==> config.mk <==
export PLATFORM = sky130hd
export DESIGN_NAME = acc_control
export DESIGN_NICKNAME = d
export VERILOG_FILES = /design/src/hdl/acc_pkg.sv /design/src/hdl/acc_result_reg.sv /design/src/hdl/acc_control.sv
export SDC_FILE = /design/constraint.sdc
export NUM_CORES = 1
export LEC_CHECK = 0
export BUFFER_PORTS_ARGS = -buffer_cell sky130_fd_sc_hd__buf_2
export CAP_MARGIN = 20
export CORE_MARGIN = 2
export CORE_UTILIZATION = 46
export CTS_BUF_LIST = sky130_fd_sc_hd__clkbuf_4
export DETAILED_ROUTE_END_ITERATION = 10
export PLACE_DENSITY = 0.78
export RECOVER_POWER = 100
export SYNTH_ARGS = -nofsm -noshare
export SYNTH_HDL_FRONTEND = slang
export SYNTH_SLANG_ARGS = --single-unit
export TNS_END_PERCENT = 20
==> constraint.sdc <==
create_clock -name CLK -period 1.2 [get_ports CLK]
set_input_delay 0 -clock CLK [delete_from_list [all_inputs] [get_ports CLK]]
set_output_delay 0 -clock CLK [all_outputs]
set_load 0.02 [all_outputs]
==> src/hdl/acc_pkg.sv <==
// constants and types shared by the comparator control block
package acc_pkg;
    localparam int CHAN_W          = 3;
    localparam int PERIOD_W        = 8;
    localparam int CNT_W           = 3;
    localparam int LEVEL_W         = 8;
    localparam int FLAG_W          = 2;
    localparam int FLAG_RISE_BIT   = 0;
    localparam int FLAG_FALL_BIT   = 1;
    localparam logic [CNT_W-1:0] FILT_OFF = 3'h0;
    localparam logic [PERIOD_W-1:0] PERIOD_RST = 8'h00;
    localparam logic [FLAG_W-1:0]   FLAGS_RST  = 2'h0;
    localparam int RESULT_W        = 8;
    localparam int DEPTH_ADDR_W    = 1;

    typedef enum logic [1:0] {
        ACC_FILT_IDLE   = 2'b00,
        ACC_FILT_COUNT  = 2'b01,
        ACC_FILT_STABLE = 2'b10
    } acc_filt_state_t;
endpackage : acc_pkg

==> src/hdl/acc_result_reg.sv <==
// result holding register that a dma engine reads at a fixed location
`timescale 1ns/100ps
module acc_result_reg
    import acc_pkg::*;
#(
    parameter int WIDTH = RESULT_W
) (
    // clock and reset
    input  wire logic             clk,
    input  wire logic             rst_n,
    // write side
    input  wire logic             wr_en,
    input  wire logic [WIDTH-1:0] wr_data,
    // read side
    output logic      [WIDTH-1:0] rd_data
);
    initial begin
        if (WIDTH < 1) $error("acc_result_reg: WIDTH must be at least 1");
    end

    always_ff @(posedge clk or negedge rst_n) begin
        if (!rst_n) begin
            rd_data <= '0;
        end else if (wr_en) begin
            rd_data <= wr_data;
        end
    end
endmodule : acc_result_reg

==> src/hdl/acc_control.sv <==
// digital control and output conditioning around an analog comparator
`timescale 1ns/100ps

// What this block does
// - equal plus and minus channel selections disable the comparator automatically
// - eight bit period divides the bus clock into the filter sample tick
// - new output accepted only after programmed count of agreeing samples; zero bypasses
// - external sample mode uses the external sample strobe instead of divider tick
// - invert setting complements the raw result for all downstream logic
// - output pin carries the selected result only while pin enable is set
// - current comparator output readable as one bit at any time
// - window enable gates the result with the window signal, else bypassed
// - rise and fall flags readable as a mask and cleared by mask
// - interrupt enabled separately for rising and falling edges
// - dma request enabled per edge; result held in a fixed register
// - reference dac has enable, supply select and eight bit level code
// - output source selects filtered result or unfiltered windowed result
// - window falling either holds last latched value or forces zero
// - rise flag sets on rising output, fall flag on falling; both allowed
// - with dma enabled an enabled edge requests dma instead of interrupt
module acc_control
    import acc_pkg::*;
(
    // clock and reset
    input  wire logic                CLK,
    input  wire logic                RST_N,
    // analog comparator interface
    input  wire logic                COMPARE_RAW,
    output logic                     COMPARE_ENABLE_OUT,
    // configuration
    input  wire logic                MODULE_ENABLE,
    input  wire logic [CHAN_W-1:0]   PLUS_CHANNEL,
    input  wire logic [CHAN_W-1:0]   MINUS_CHANNEL,
    input  wire logic                INVERT_ENABLE,
    input  wire logic                WINDOW_ENABLE,
    input  wire logic                WINDOW_ZERO_MODE,
    input  wire logic                EXT_SAMPLE_ENABLE,
    input  wire logic [CNT_W-1:0]    FILTER_COUNT,
    input  wire logic [PERIOD_W-1:0] FILTER_PERIOD,
    input  wire logic                OUTPUT_SRC_RAW,
    input  wire logic                PIN_ENABLE,
    // external pins
    input  wire logic                WINDOW_IN,
    input  wire logic                SAMPLE_IN,
    output logic                     COMPARE_OUT_PIN,
    // status and events
    output logic                     FILTERED_COMPARE_RESULT,
    output logic                     WINDOWED_RAW_RESULT,
    output logic [FLAG_W-1:0]        COMPARE_STATUS_CONTROL,
    input  wire logic [FLAG_W-1:0]   FLAG_CLEAR_MASK,
    input  wire logic                FLAG_CLEAR_STROBE,
    input  wire logic                RISE_IRQ_ENABLE,
    input  wire logic                FALL_IRQ_ENABLE,
    input  wire logic                DMA_REQUEST_ENABLE,
    output logic                     IRQ_OUT,
    output logic                     DMA_REQ_OUT,
    output logic [RESULT_W-1:0]      RESULT_WORD,
    // reference dac
    input  wire logic                DAC_ENABLE,
    input  wire logic                DAC_SUPPLY_SEL,
    input  wire logic [LEVEL_W-1:0]  DAC_LEVEL,
    output logic                     DAC_ENABLE_OUT,
    output logic                     DAC_SUPPLY_OUT,
    output logic [LEVEL_W-1:0]       DAC_LEVEL_OUT
);
    // reset release synchroniser
    logic rst_meta_q, rst_sync_q, rst_n;
    always_ff @(posedge CLK or negedge RST_N) begin
        if (!RST_N) begin
            rst_meta_q <= 1'b0;
            rst_sync_q <= 1'b0;
        end else begin
            rst_meta_q <= 1'b1;
            rst_sync_q <= rst_meta_q;
        end
    end
    assign rst_n = rst_sync_q;

    // pin and analog inputs pass two flops; stage one feeds only stage two
    logic [2:0] in_meta_q, in_sync_q;
    always_ff @(posedge CLK or negedge rst_n) begin
        if (!rst_n) begin
            in_meta_q <= 3'h0;
            in_sync_q <= 3'h0;
        end else begin
            in_meta_q <= {SAMPLE_IN, WINDOW_IN, COMPARE_RAW};
            in_sync_q <= in_meta_q;
        end
    end
    logic raw_s, window_s, sample_s;
    assign raw_s    = in_sync_q[0];
    assign window_s = in_sync_q[1];
    assign sample_s = in_sync_q[2];

    // comparator is forced off when both inputs name one channel
    logic cmp_active;
    assign cmp_active = MODULE_ENABLE && (PLUS_CHANNEL != MINUS_CHANNEL);
    always_ff @(posedge CLK or negedge rst_n) begin
        if (!rst_n) begin
            COMPARE_ENABLE_OUT <= 1'b0;
        end else begin
            COMPARE_ENABLE_OUT <= cmp_active;
        end
    end

    // polarity; a disabled comparator reads as zero
    logic polar;
    assign polar = cmp_active && (raw_s ^ INVERT_ENABLE);

    // window stage: latch follows while window high, then hold or zero
    logic win_latch_q, windowed_q;
    always_ff @(posedge CLK or negedge rst_n) begin
        if (!rst_n) begin
            win_latch_q   <= 1'b0;
        end else begin
            if (window_s) begin
                win_latch_q <= polar;
            end
        end
    end
    logic windowed_d;
    always_comb begin
        if (!WINDOW_ENABLE) begin
            windowed_d = polar;
        end else if (window_s) begin
            windowed_d = polar;
        end else if (WINDOW_ZERO_MODE) begin
            windowed_d = 1'b0;
        end else begin
            windowed_d = win_latch_q;
        end
    end
    always_ff @(posedge CLK or negedge rst_n) begin
        if (!rst_n) begin
            windowed_q <= 1'b0;
        end else begin
            windowed_q <= windowed_d;
        end
    end
    assign WINDOWED_RAW_RESULT = windowed_q;

    // sample tick divider; period zero ticks every cycle
    logic [PERIOD_W-1:0] div_q;
    logic                div_tick;
    assign div_tick = (div_q == FILTER_PERIOD);
    always_ff @(posedge CLK or negedge rst_n) begin
        if (!rst_n) begin
            div_q <= PERIOD_RST;
        end else if (div_tick || div_q > FILTER_PERIOD) begin
            div_q <= PERIOD_RST;
        end else begin
            div_q <= div_q + 8'h01;
        end
    end

    // external strobe counts on its rising edge only
    logic sample_prev_q, sample_tick;
    always_ff @(posedge CLK or negedge rst_n) begin
        if (!rst_n) begin
            sample_prev_q <= 1'b0;
        end else begin
            sample_prev_q <= sample_s;
        end
    end
    assign sample_tick = EXT_SAMPLE_ENABLE ? (sample_s && !sample_prev_q) : div_tick;

    // agreement filter
    acc_filt_state_t  fstate_q;
    logic [CNT_W-1:0] agree_q;
    logic             filt_q, cand_q;
    always_ff @(posedge CLK or negedge rst_n) begin
        if (!rst_n) begin
            fstate_q <= ACC_FILT_IDLE;
            agree_q  <= 3'h0;
            filt_q   <= 1'b0;
            cand_q   <= 1'b0;
        end else if (FILTER_COUNT == FILT_OFF) begin
            fstate_q <= ACC_FILT_IDLE;
            agree_q  <= 3'h0;
            filt_q   <= windowed_q;
        end else if (sample_tick) begin
            case (fstate_q)
                ACC_FILT_IDLE, ACC_FILT_STABLE: begin
                    if (windowed_q != filt_q) begin
                        cand_q <= windowed_q;
                        if (FILTER_COUNT == 3'h1) begin
                            filt_q   <= windowed_q;
                            fstate_q <= ACC_FILT_STABLE;
                        end else begin
                            agree_q  <= 3'h1;
                            fstate_q <= ACC_FILT_COUNT;
                        end
                    end
                end
                ACC_FILT_COUNT: begin
                    if (windowed_q != cand_q) begin
                        // disagreement restarts the run
                        fstate_q <= ACC_FILT_STABLE;
                        agree_q  <= 3'h0;
                    end else if (agree_q + 3'h1 >= FILTER_COUNT) begin
                        filt_q   <= cand_q;
                        agree_q  <= 3'h0;
                        fstate_q <= ACC_FILT_STABLE;
                    end else begin
                        agree_q <= agree_q + 3'h1;
                    end
                end
                default: begin
                    fstate_q <= ACC_FILT_IDLE;
                end
            endcase
        end
    end
    assign FILTERED_COMPARE_RESULT = filt_q;

    // output source and pin
    logic sel_out, sel_prev_q;
    assign sel_out = OUTPUT_SRC_RAW ? windowed_q : filt_q;
    always_ff @(posedge CLK or negedge rst_n) begin
        if (!rst_n) begin
            COMPARE_OUT_PIN <= 1'b0;
            sel_prev_q      <= 1'b0;
        end else begin
            COMPARE_OUT_PIN <= PIN_ENABLE && sel_out;
            sel_prev_q      <= sel_out;
        end
    end

    // edge flags: set wins over a simultaneous clear
    logic rise_ev, fall_ev;
    assign rise_ev = sel_out && !sel_prev_q;
    assign fall_ev = !sel_out && sel_prev_q;
    logic [FLAG_W-1:0] flags_q, ev_vec, clr_vec;
    assign ev_vec  = {fall_ev, rise_ev};
    assign clr_vec = FLAG_CLEAR_STROBE ? FLAG_CLEAR_MASK : FLAGS_RST;
    always_ff @(posedge CLK or negedge rst_n) begin
        if (!rst_n) begin
            flags_q <= FLAGS_RST;
        end else begin
            flags_q <= (flags_q & ~clr_vec) | ev_vec;
        end
    end
    assign COMPARE_STATUS_CONTROL = flags_q;

    // request routing
    logic pend;
    assign pend = (flags_q[FLAG_RISE_BIT] && RISE_IRQ_ENABLE)
               || (flags_q[FLAG_FALL_BIT] && FALL_IRQ_ENABLE);
    assign IRQ_OUT     = pend && !DMA_REQUEST_ENABLE;
    assign DMA_REQ_OUT = pend && DMA_REQUEST_ENABLE;

    // result register for dma reads
    acc_result_reg #(.WIDTH(RESULT_W)) u_result (
        .clk     (CLK),
        .rst_n   (rst_n),
        .wr_en   (1'b1),
        .wr_data ({5'h00, flags_q, sel_out}),
        .rd_data (RESULT_WORD)
    );

    // reference dac controls
    always_ff @(posedge CLK or negedge rst_n) begin
        if (!rst_n) begin
            DAC_ENABLE_OUT <= 1'b0;
            DAC_SUPPLY_OUT <= 1'b0;
            DAC_LEVEL_OUT  <= 8'h00;
        end else begin
            DAC_ENABLE_OUT <= DAC_ENABLE;
            DAC_SUPPLY_OUT <= DAC_SUPPLY_SEL;
            DAC_LEVEL_OUT  <= DAC_LEVEL;
        end
    end

    // checks
    chk_same_chan_off: assert property (@(posedge CLK) disable iff (!rst_n)
        (PLUS_CHANNEL == MINUS_CHANNEL) |=> !COMPARE_ENABLE_OUT)
        else $error("comparator not disabled on equal channels");
    chk_pin_gated: assert property (@(posedge CLK) disable iff (!rst_n)
        !PIN_ENABLE |=> !COMPARE_OUT_PIN)
        else $error("pin driven while disabled");
    chk_flag_sticky: assert property (@(posedge CLK) disable iff (!rst_n)
        (flags_q[0] && !(FLAG_CLEAR_STROBE && FLAG_CLEAR_MASK[0])) |=> flags_q[0])
        else $error("rise flag lost without clear");
    chk_rise_sets: assert property (@(posedge CLK) disable iff (!rst_n)
        rise_ev |=> flags_q[FLAG_RISE_BIT])
        else $error("rise flag not set");
    chk_fall_sets: assert property (@(posedge CLK) disable iff (!rst_n)
        fall_ev |=> flags_q[FLAG_FALL_BIT])
        else $error("fall flag not set");
    chk_dma_not_irq: assert property (@(posedge CLK) disable iff (!rst_n)
        DMA_REQUEST_ENABLE |-> !IRQ_OUT)
        else $error("interrupt raised while dma enabled");
    chk_irq_cause: assert property (@(posedge CLK) disable iff (!rst_n)
        IRQ_OUT |-> ((flags_q[0] && RISE_IRQ_ENABLE) || (flags_q[1] && FALL_IRQ_ENABLE)))
        else $error("interrupt without enabled flag");
    chk_filt_bypass: assert property (@(posedge CLK) disable iff (!rst_n)
        (FILTER_COUNT == FILT_OFF) |=> (filt_q == $past(windowed_q)))
        else $error("filter not bypassed");
    chk_win_zero: assert property (@(posedge CLK) disable iff (!rst_n)
        (WINDOW_ENABLE && WINDOW_ZERO_MODE && !window_s) |=> !windowed_q)
        else $error("window zero mode not zero");
    chk_div_period: assert property (@(posedge CLK) disable iff (!rst_n)
        div_tick && $stable(FILTER_PERIOD) |=> (div_q == 8'h00))
        else $error("divider not restarted");
endmodule : acc_control

==> results.yml, run 1 <==
finish:
  final-instance-count-excl-fill: 359
  fillerInstances: 276
  mostFrequentLayoutCell: "buf_2"
  diodes: 0
  fraction_of_layout_cells_with_a_size_suffix_above_1: 0.3689
  post_route_core_utilization: 0.7514
  layout-area-overhead-vs-synth_pct: 53.76
  most_frequent_cells_in_the_layout: "46 x buf_2, 43 x dfrtp_1, 31 x buf_4, 24 x dlygate4sd3_1, 18 x clkbuf_1"
  fin_nets: 366
worst_setup_path:
  end_kind: "register"
  max_stage_delay_ps: 420
  critical_path_peak_fanout: 2
  critPathSlowestCell: "dfrtp_1"
  cp_top_family: "adder cells"
  critPathKind: "register to register"
  worst_ep_arrival_time_ps: 2280
  crit_chain: "ha_2 -> xor2_1 -> ha_1 -> nand2_2 -> o21ai_2 -> a21oi_2 -> nor3_2 -> mux2_4"
  critical_path.n_buffers_inverters: 0
  critical_path_required_ps: 1460
  worstSetupStartpointType: "register"
  worst-path-stages: 8
  r2r.worst_path.cells: 8
worst_hold_path:
  holdPathStages: 3
  worst_hold_path_type: "input port to register"
detailed_routing:
  remaining_drc_errors: 0
  highest_layer: "met4"
  drtIter0Drc: 50
  met1_wl_um: 2110
  wl_met2_um: 2833
  finalWirelength_um: 5279
  detailroute.wirelength.met3_um: 248
  num_vias: 1801
  detailed_router_iteration_count_before_antenna_repair: 4
  viasPerCell: 5.017
  avgRoutedWirePerCell_um: 14.70
  antenna_violating_nets_post_route: 0
global_route:
  grt_util_all_layers: 0.2177
  number_of_antenna_violations_at_the_first_check_in_global_routing: 0
  grt_overflow: 0
  grt_pass1_wl_um: 8466
  grt_max_degree: 32
  grt_pass1_vias: 1892
sta:
  finClkSkew_ps: 10.96
  report.final.slew_viol_count: 0
  layout_min_cycle_time_ps: 2024
  setup_viol: 17
  report.final.hold_viol_count: 0
  finalCritPeriodShare: 1.687
  setup_ws_ps: -824.3
  rsz0062_at_grt: "true"
  fmaxAchievable_mhz: 494.0
yosys:
  synth.lib_cells_used.distinct: 39
  synth_top_family_by_area: "simple AND/OR/NAND/NOR gates"
  ys_dominant_reg_cell: "dfrtp_1"
  synth.ff_latch_count: 43
  synth_seq_area_share: 0.5388
  synth.area.mux_share: 0.02130
  synth.avg_cell_area_um2: 11.09
  post_synth_fa_ha_maj_area_fraction: 0.08145
  synth_compound_area_frac: 0.1115
  async_flop_share: 1.000
  post_synthesis_cells: 180
  synth_edf_count: 0
  ys_warns: 0
  synth-xor-area-share: 0.05702
  yosys.area_share.simple: 0.1297
  synthesis.area_mm2: 0.001997
power_and_ir_drop:
  ir_worst_vdd_mv: 1.148
  power-per-cell-area_mw_per_mm2: 1882
  static-leakage-power_uw: 0.001548
job:
  count_of_maximum_capacitance_violations: 0
clock_network:
  tritoncts_num_sinks: 43
  h-tree-depth: 2
  tritoncts_clock_tree: "done"
  clkSlewWorstSetupHoldPaths_ps: 140
  tritoncts.num_buffers: 5
  clock-root-buffer: "clkbuf_4"
  cts-root-to-sink-buffers: 2
  clk-insertion-delay-late_ps: 360
placed_design:
  port_buffers: 65
  place.detailed.instances: 324
  finalWeightedCongestion: 0.8374
  post-dp-hpwl_um: 3126
floorplan:
  rows: 23
  core-area_mm2: 0.004086
  die_x_um: 69.89
  die_h_um: 69.89
  floorplan.io_pins: 71
  dieArea_mm2: 0.004884
  floorplan.initialDensity: 0.4887
status:
  status: "complete, but fails checks"
  failing_checks: "negative setup slack"
==> worst reg2reg max path, stage by stage (launching register included) <==
cell and delay, ps:
dfrtp_1 420, ha_2 190, xor2_1 160, ha_1 320, nand2_2 80, o21ai_2 150
a21oi_2 90, nor3_2 210, mux2_4 320
==> sequential cells by signal (all words and copies together) (netlist names) <==
register / count
in_sync_q: 3
COMPARE_OUT_PIN: 1
u_result.rd_data: 3
DAC_LEVEL_OUT: 8
in_meta_q: 3
rst_meta_q: 1
win_latch_q: 1
sample_prev_q: 1
cand_q: 1
rst_n: 1
DAC_ENABLE_OUT: 1
div_q: 8
DAC_SUPPLY_OUT: 1
FILTERED_COMPARE_RESULT: 1
COMPARE_ENABLE_OUT: 1
agree_q: 3
COMPARE_STATUS_CONTROL: 2
fstate_q: 2
WINDOWED_RAW_RESULT: 1
==> layer usage <==
layer | vias up | track usage
met4 | 0 | 0.06624
met5 | - | 0
met1 | 857 | 0.2633
met2 | 66 | 0.3937
li1 | 866 | -
met3 | 12 | 0.03896
==> worst paths after layout <==
kind / startpoint / endpoint / slack, ps
worst min-delay path: FILTER_COUNT[1] / fstate_q[0] / 60
worst min register to register: rst_n / DAC_LEVEL_OUT[3] / 180
max in group asynchronous: rst_n / COMPARE_ENABLE_OUT / 210
min in group asynchronous: rst_n / DAC_LEVEL_OUT[3] / 180
worst max register to register: agree_q[0] / FILTERED_COMPARE_RESULT / -820
worst max-delay path: agree_q[0] / FILTERED_COMPARE_RESULT / -820
==> cells by family (layout without fill, tap and decap cells) <==
kind of cell | after synthesis | in the layout
XOR/XNOR | 13 | 13
adder cells (fa/ha/maj) | 13 | 13
multiplexers | 4 | 4
AO/OA/AOI/OAI | 32 | 32
AND/OR/NAND/NOR | 49 | 49
flip-flops | 43 | 43
other | 2 | 6
buffers and inverters | 24 | 149
==> Yosys cell counts (2+ instances only) <==
cell / n / area, um^2
o221a_2: 2 / 22.52
o21ai_0: 5 / 25.02
nor2b_1: 4 / 25.02
xnor2_1: 2 / 17.52
inv_1: 17 / 63.81
nor2_1: 14 / 52.55
conb_1: 2 / 7.510
nand3b_1: 2 / 15.01
dfrtp_1: 43 / 1076
nand4_1: 3 / 18.77
a22o_1: 2 / 17.52
ha_1: 13 / 162.7
nand2_1: 7 / 26.28
o31a_1: 3 / 26.28
xor2_1: 11 / 96.34
mux2i_1: 2 / 20.02
a21oi_1: 8 / 40.04
nor3_1: 3 / 15.01
and3_1: 2 / 12.51
a21o_1: 3 / 22.52
o31ai_1: 2 / 15.01
buf_4: 6 / 45.04
nand3_1: 7 / 35.03
nand2b_1: 2 / 12.51
==> what timing repair did <==
| action | CTS | global route |
|---|---|---|
| setup endpoints to repair | 20 | 22 |
| hold buffers | 25 | 0 |
| hold endpoints to repair | 21 | 0 |
| buffers inserted | 1 | 1 |
| resized for setup | 6 | 19 |
| pin swaps | 11 | 5 |
==> stage by stage <==
stage          hold slack (ps)  setup WS, ps  area, um^2  power, uW  setup TNS (ps)
6_report                 64.67        -824.3        3070       5780           -8267
5_1_grt                  49.01        -894.2        3070       6129           -9898
4_1_cts                  61.53        -783.1        3020       5527           -8344
3_5_place_dp            -213.6        -778.0        2618       4203           -9336
3_3_place_gp            -212.6        -707.4        2618       4126           -8498
2_1_floorplan           -295.6        -679.7        2024       3258          -10180
==> where the power goes <==
group | internal [uW] | total, uW | switching [uW]
clock | 663 | 1180 | 522
sequential | 1760 | 1980 | 224
combinational | 1300 | 2610 | 1310
==> final cells by class <==
type / count / area (um^2) / area share
flip-flops and latches: 43 / 1076 / 0.3504
multi-input cells: 117 / 938.4 / 0.3056
repair buffers: 124 / 820.8 / 0.2673
clock inverters: 3 / 71.32 / 0.02323
inverters: 17 / 63.81 / 0.02078
well taps: 50 / 62.56 / 0.02037
clock buffers: 5 / 37.54 / 0.01222
No activity file was read; power rests on OpenSTA's default activity.
==> inputs of run 2 (changes only) <==
MAX_ROUTING_LAYER = met4   (was not set)
==> run 2 against run 1 <==
The flow still finishes with violations (negative setup slack); sequential cell count is the same; largest power group unchanged; core utilization is the same; first-iteration DRC count grew 18%; fmax grew 0.13%.
==> results.yml, run 2 (synthesis gave the netlist of run 1 again) <==
global_route:
  grt_max_degree: 32
  number_of_antenna_violations_at_the_first_check_in_global_routing: 0
  use_met1: 0.2614
  grt_overflow: 0
  globalRoute.busiestLayer: "met2"
  grt_util_all_layers: 0.2233
  met3_usage: 0.03608
  grt_pass1_wl_um: 8445
  grt.met2_usage: 0.3958
  grt_pass1_vias: 1900
clock_network:
  tritoncts_clock_tree: "done"
  cts-root-to-sink-buffers: 2
  clock-root-buffer: "clkbuf_4"
  h-tree-depth: 2
  tritoncts.num_buffers: 5
  tritoncts_num_sinks: 43
  clk-insertion-delay-late_ps: 360
  clkSlewWorstSetupHoldPaths_ps: 140
worst_setup_path:
  end_kind: "register"
  crit_chain: "ha_2 -> xor2_1 -> ha_1 -> nand2_2 -> o21ai_2 -> a21oi_2 -> nor3_2 -> mux2_4"
  critical_path_required_ps: 1460
  critPathKind: "register to register"
  critical_path_peak_fanout: 2
  worstSetupStartpointType: "register"
  worst_ep_arrival_time_ps: 2280
  max_stage_delay_ps: 420
  critPathSlowestCell: "dfrtp_1"
power_and_ir_drop:
  ir_worst_vdd_mv: 1.135
  static-leakage-power_uw: 0.001548
  power-per-cell-area_mw_per_mm2: 1883
  finalPower_uw: 5781
finish:
  post_route_core_utilization: 0.7514
  largest_regs: "DAC_LEVEL_OUT (8), div_q (8)"
  layout-area-overhead-vs-synth_pct: 53.76
  fraction_of_layout_cells_with_a_size_suffix_above_1: 0.3689
  fin_nets: 366
  mostFrequentLayoutCell: "buf_2"
  diodes: 0
  most_frequent_cells_in_the_layout: "46 x buf_2, 43 x dfrtp_1, 31 x buf_4, 24 x dlygate4sd3_1, 18 x clkbuf_1"
  final-instance-count-excl-fill: 359
sta:
  layout_min_cycle_time_ps: 2022
  setup_viol: 17
  finalCritPeriodShare: 1.685
  setup_ws_ps: -821.7
  fmaxAchievable_mhz: 494.6
  rsz0062_at_grt: "true"
  report.final.slew_viol_count: 0
  report.final.hold_viol_count: 0
  finClkSkew_ps: 12.84
  final_hold_slack_ps: 60.38
status:
  failing_checks: "negative setup slack"
  status: "complete, but fails checks"
worst_hold_path:
  worst_hold_path_type: "input port to register"
floorplan:
  floorplan.initialDensity: 0.4887
  floorplan.io_pins: 71
  dieArea_mm2: 0.004884
  core-area_mm2: 0.004086
  die_x_um: 69.89
  die_h_um: 69.89
  rows: 23
placed_design:
  place.detailed.instances: 324
  post-dp-hpwl_um: 3126
  port_buffers: 65
  finalWeightedCongestion: 0.8504
detailed_routing:
  avgRoutedWirePerCell_um: 14.79
  num_vias: 1794
  antenna_violating_nets_post_route: 0
  drtIter0Drc: 59
  viasPerCell: 4.997
  remaining_drc_errors: 0
  detailed_router_iteration_count_before_antenna_repair: 4
  finalWirelength_um: 5309
job:
  count_of_maximum_capacitance_violations: 0
-- run 2: cell counts in the layout (fill, tap and decap cells not counted) --
Identical to the previous run, type by type.
-- run 2: worst max-delay path: cells and delay by family (launching register included) --
family	cells	cell delay [ps]
AOI/OAI and AO/OA	2	230
xor gates and xnor gates	1	160
adders and majority gates	2	510
DFF	1	420
muxes	1	320
and+or+nand+nor	2	290
-- run 2: repair_timing --
action,CTS,global route
cloned,0,0
setup endpoints to repair,20,22
buffers inserted,1,1
resized for setup,6,19
pin swaps,11,5
hold buffers,25,0
hold endpoints to repair,21,0
-- run 2: area by class of cell --
| cell class | instances | area, um^2 |
|---|---|---|
| repair buffers | 124 | 820.8 |
| multi-input cells | 117 | 938.4 |
| fillers | 276 | 1016 |
| well taps | 50 | 62.56 |
| flip-flops and latches | 43 | 1076 |
| clock buffers | 5 | 37.54 |
| inverters | 17 | 63.81 |
| clock inverters | 3 | 71.32 |
-- run 2: stage by stage --
stage                     worst slack [ps]  TNS, ps  cell area, um^2
after floorplan                     -679.7   -10180             2024
after global placement              -707.4    -8498             2618
after detailed placement            -778.0    -9336             2618
after CTS                           -783.1    -8344             3020
after global routing                -894.2    -9821             3070
final                               -821.7    -8374             3070
-- run 2: metal layers --
layer / share of wire / vias up
met4: 0.017 / 0
met1: 0.40 / 840
met5: 0 / -
met2: 0.53 / 71
met3: 0.046 / 14
li1: - / 869
-- run 2: power by group --
group,internal (uW),switching (uW)
registers,1760,226
clock network,663,516
logic,1300,1320
-- run 2: path summary, 6_finish.rpt --
check,slack (ps),depth (start not counted),start,end
min in group asynchronous,180,0,rst_n,DAC_LEVEL_OUT[3]
setup reg to reg,-820,8,agree_q[0],FILTERED_COMPARE_RESULT
max in group asynchronous,190,1,rst_n,COMPARE_STATUS_CONTROL[0]
hold reg to reg,180,0,rst_n,DAC_LEVEL_OUT[3]
hold / removal,60,3,FILTER_COUNT[1],fstate_q[0]
setup / recovery,-820,8,agree_q[0],FILTERED_COMPARE_RESULT
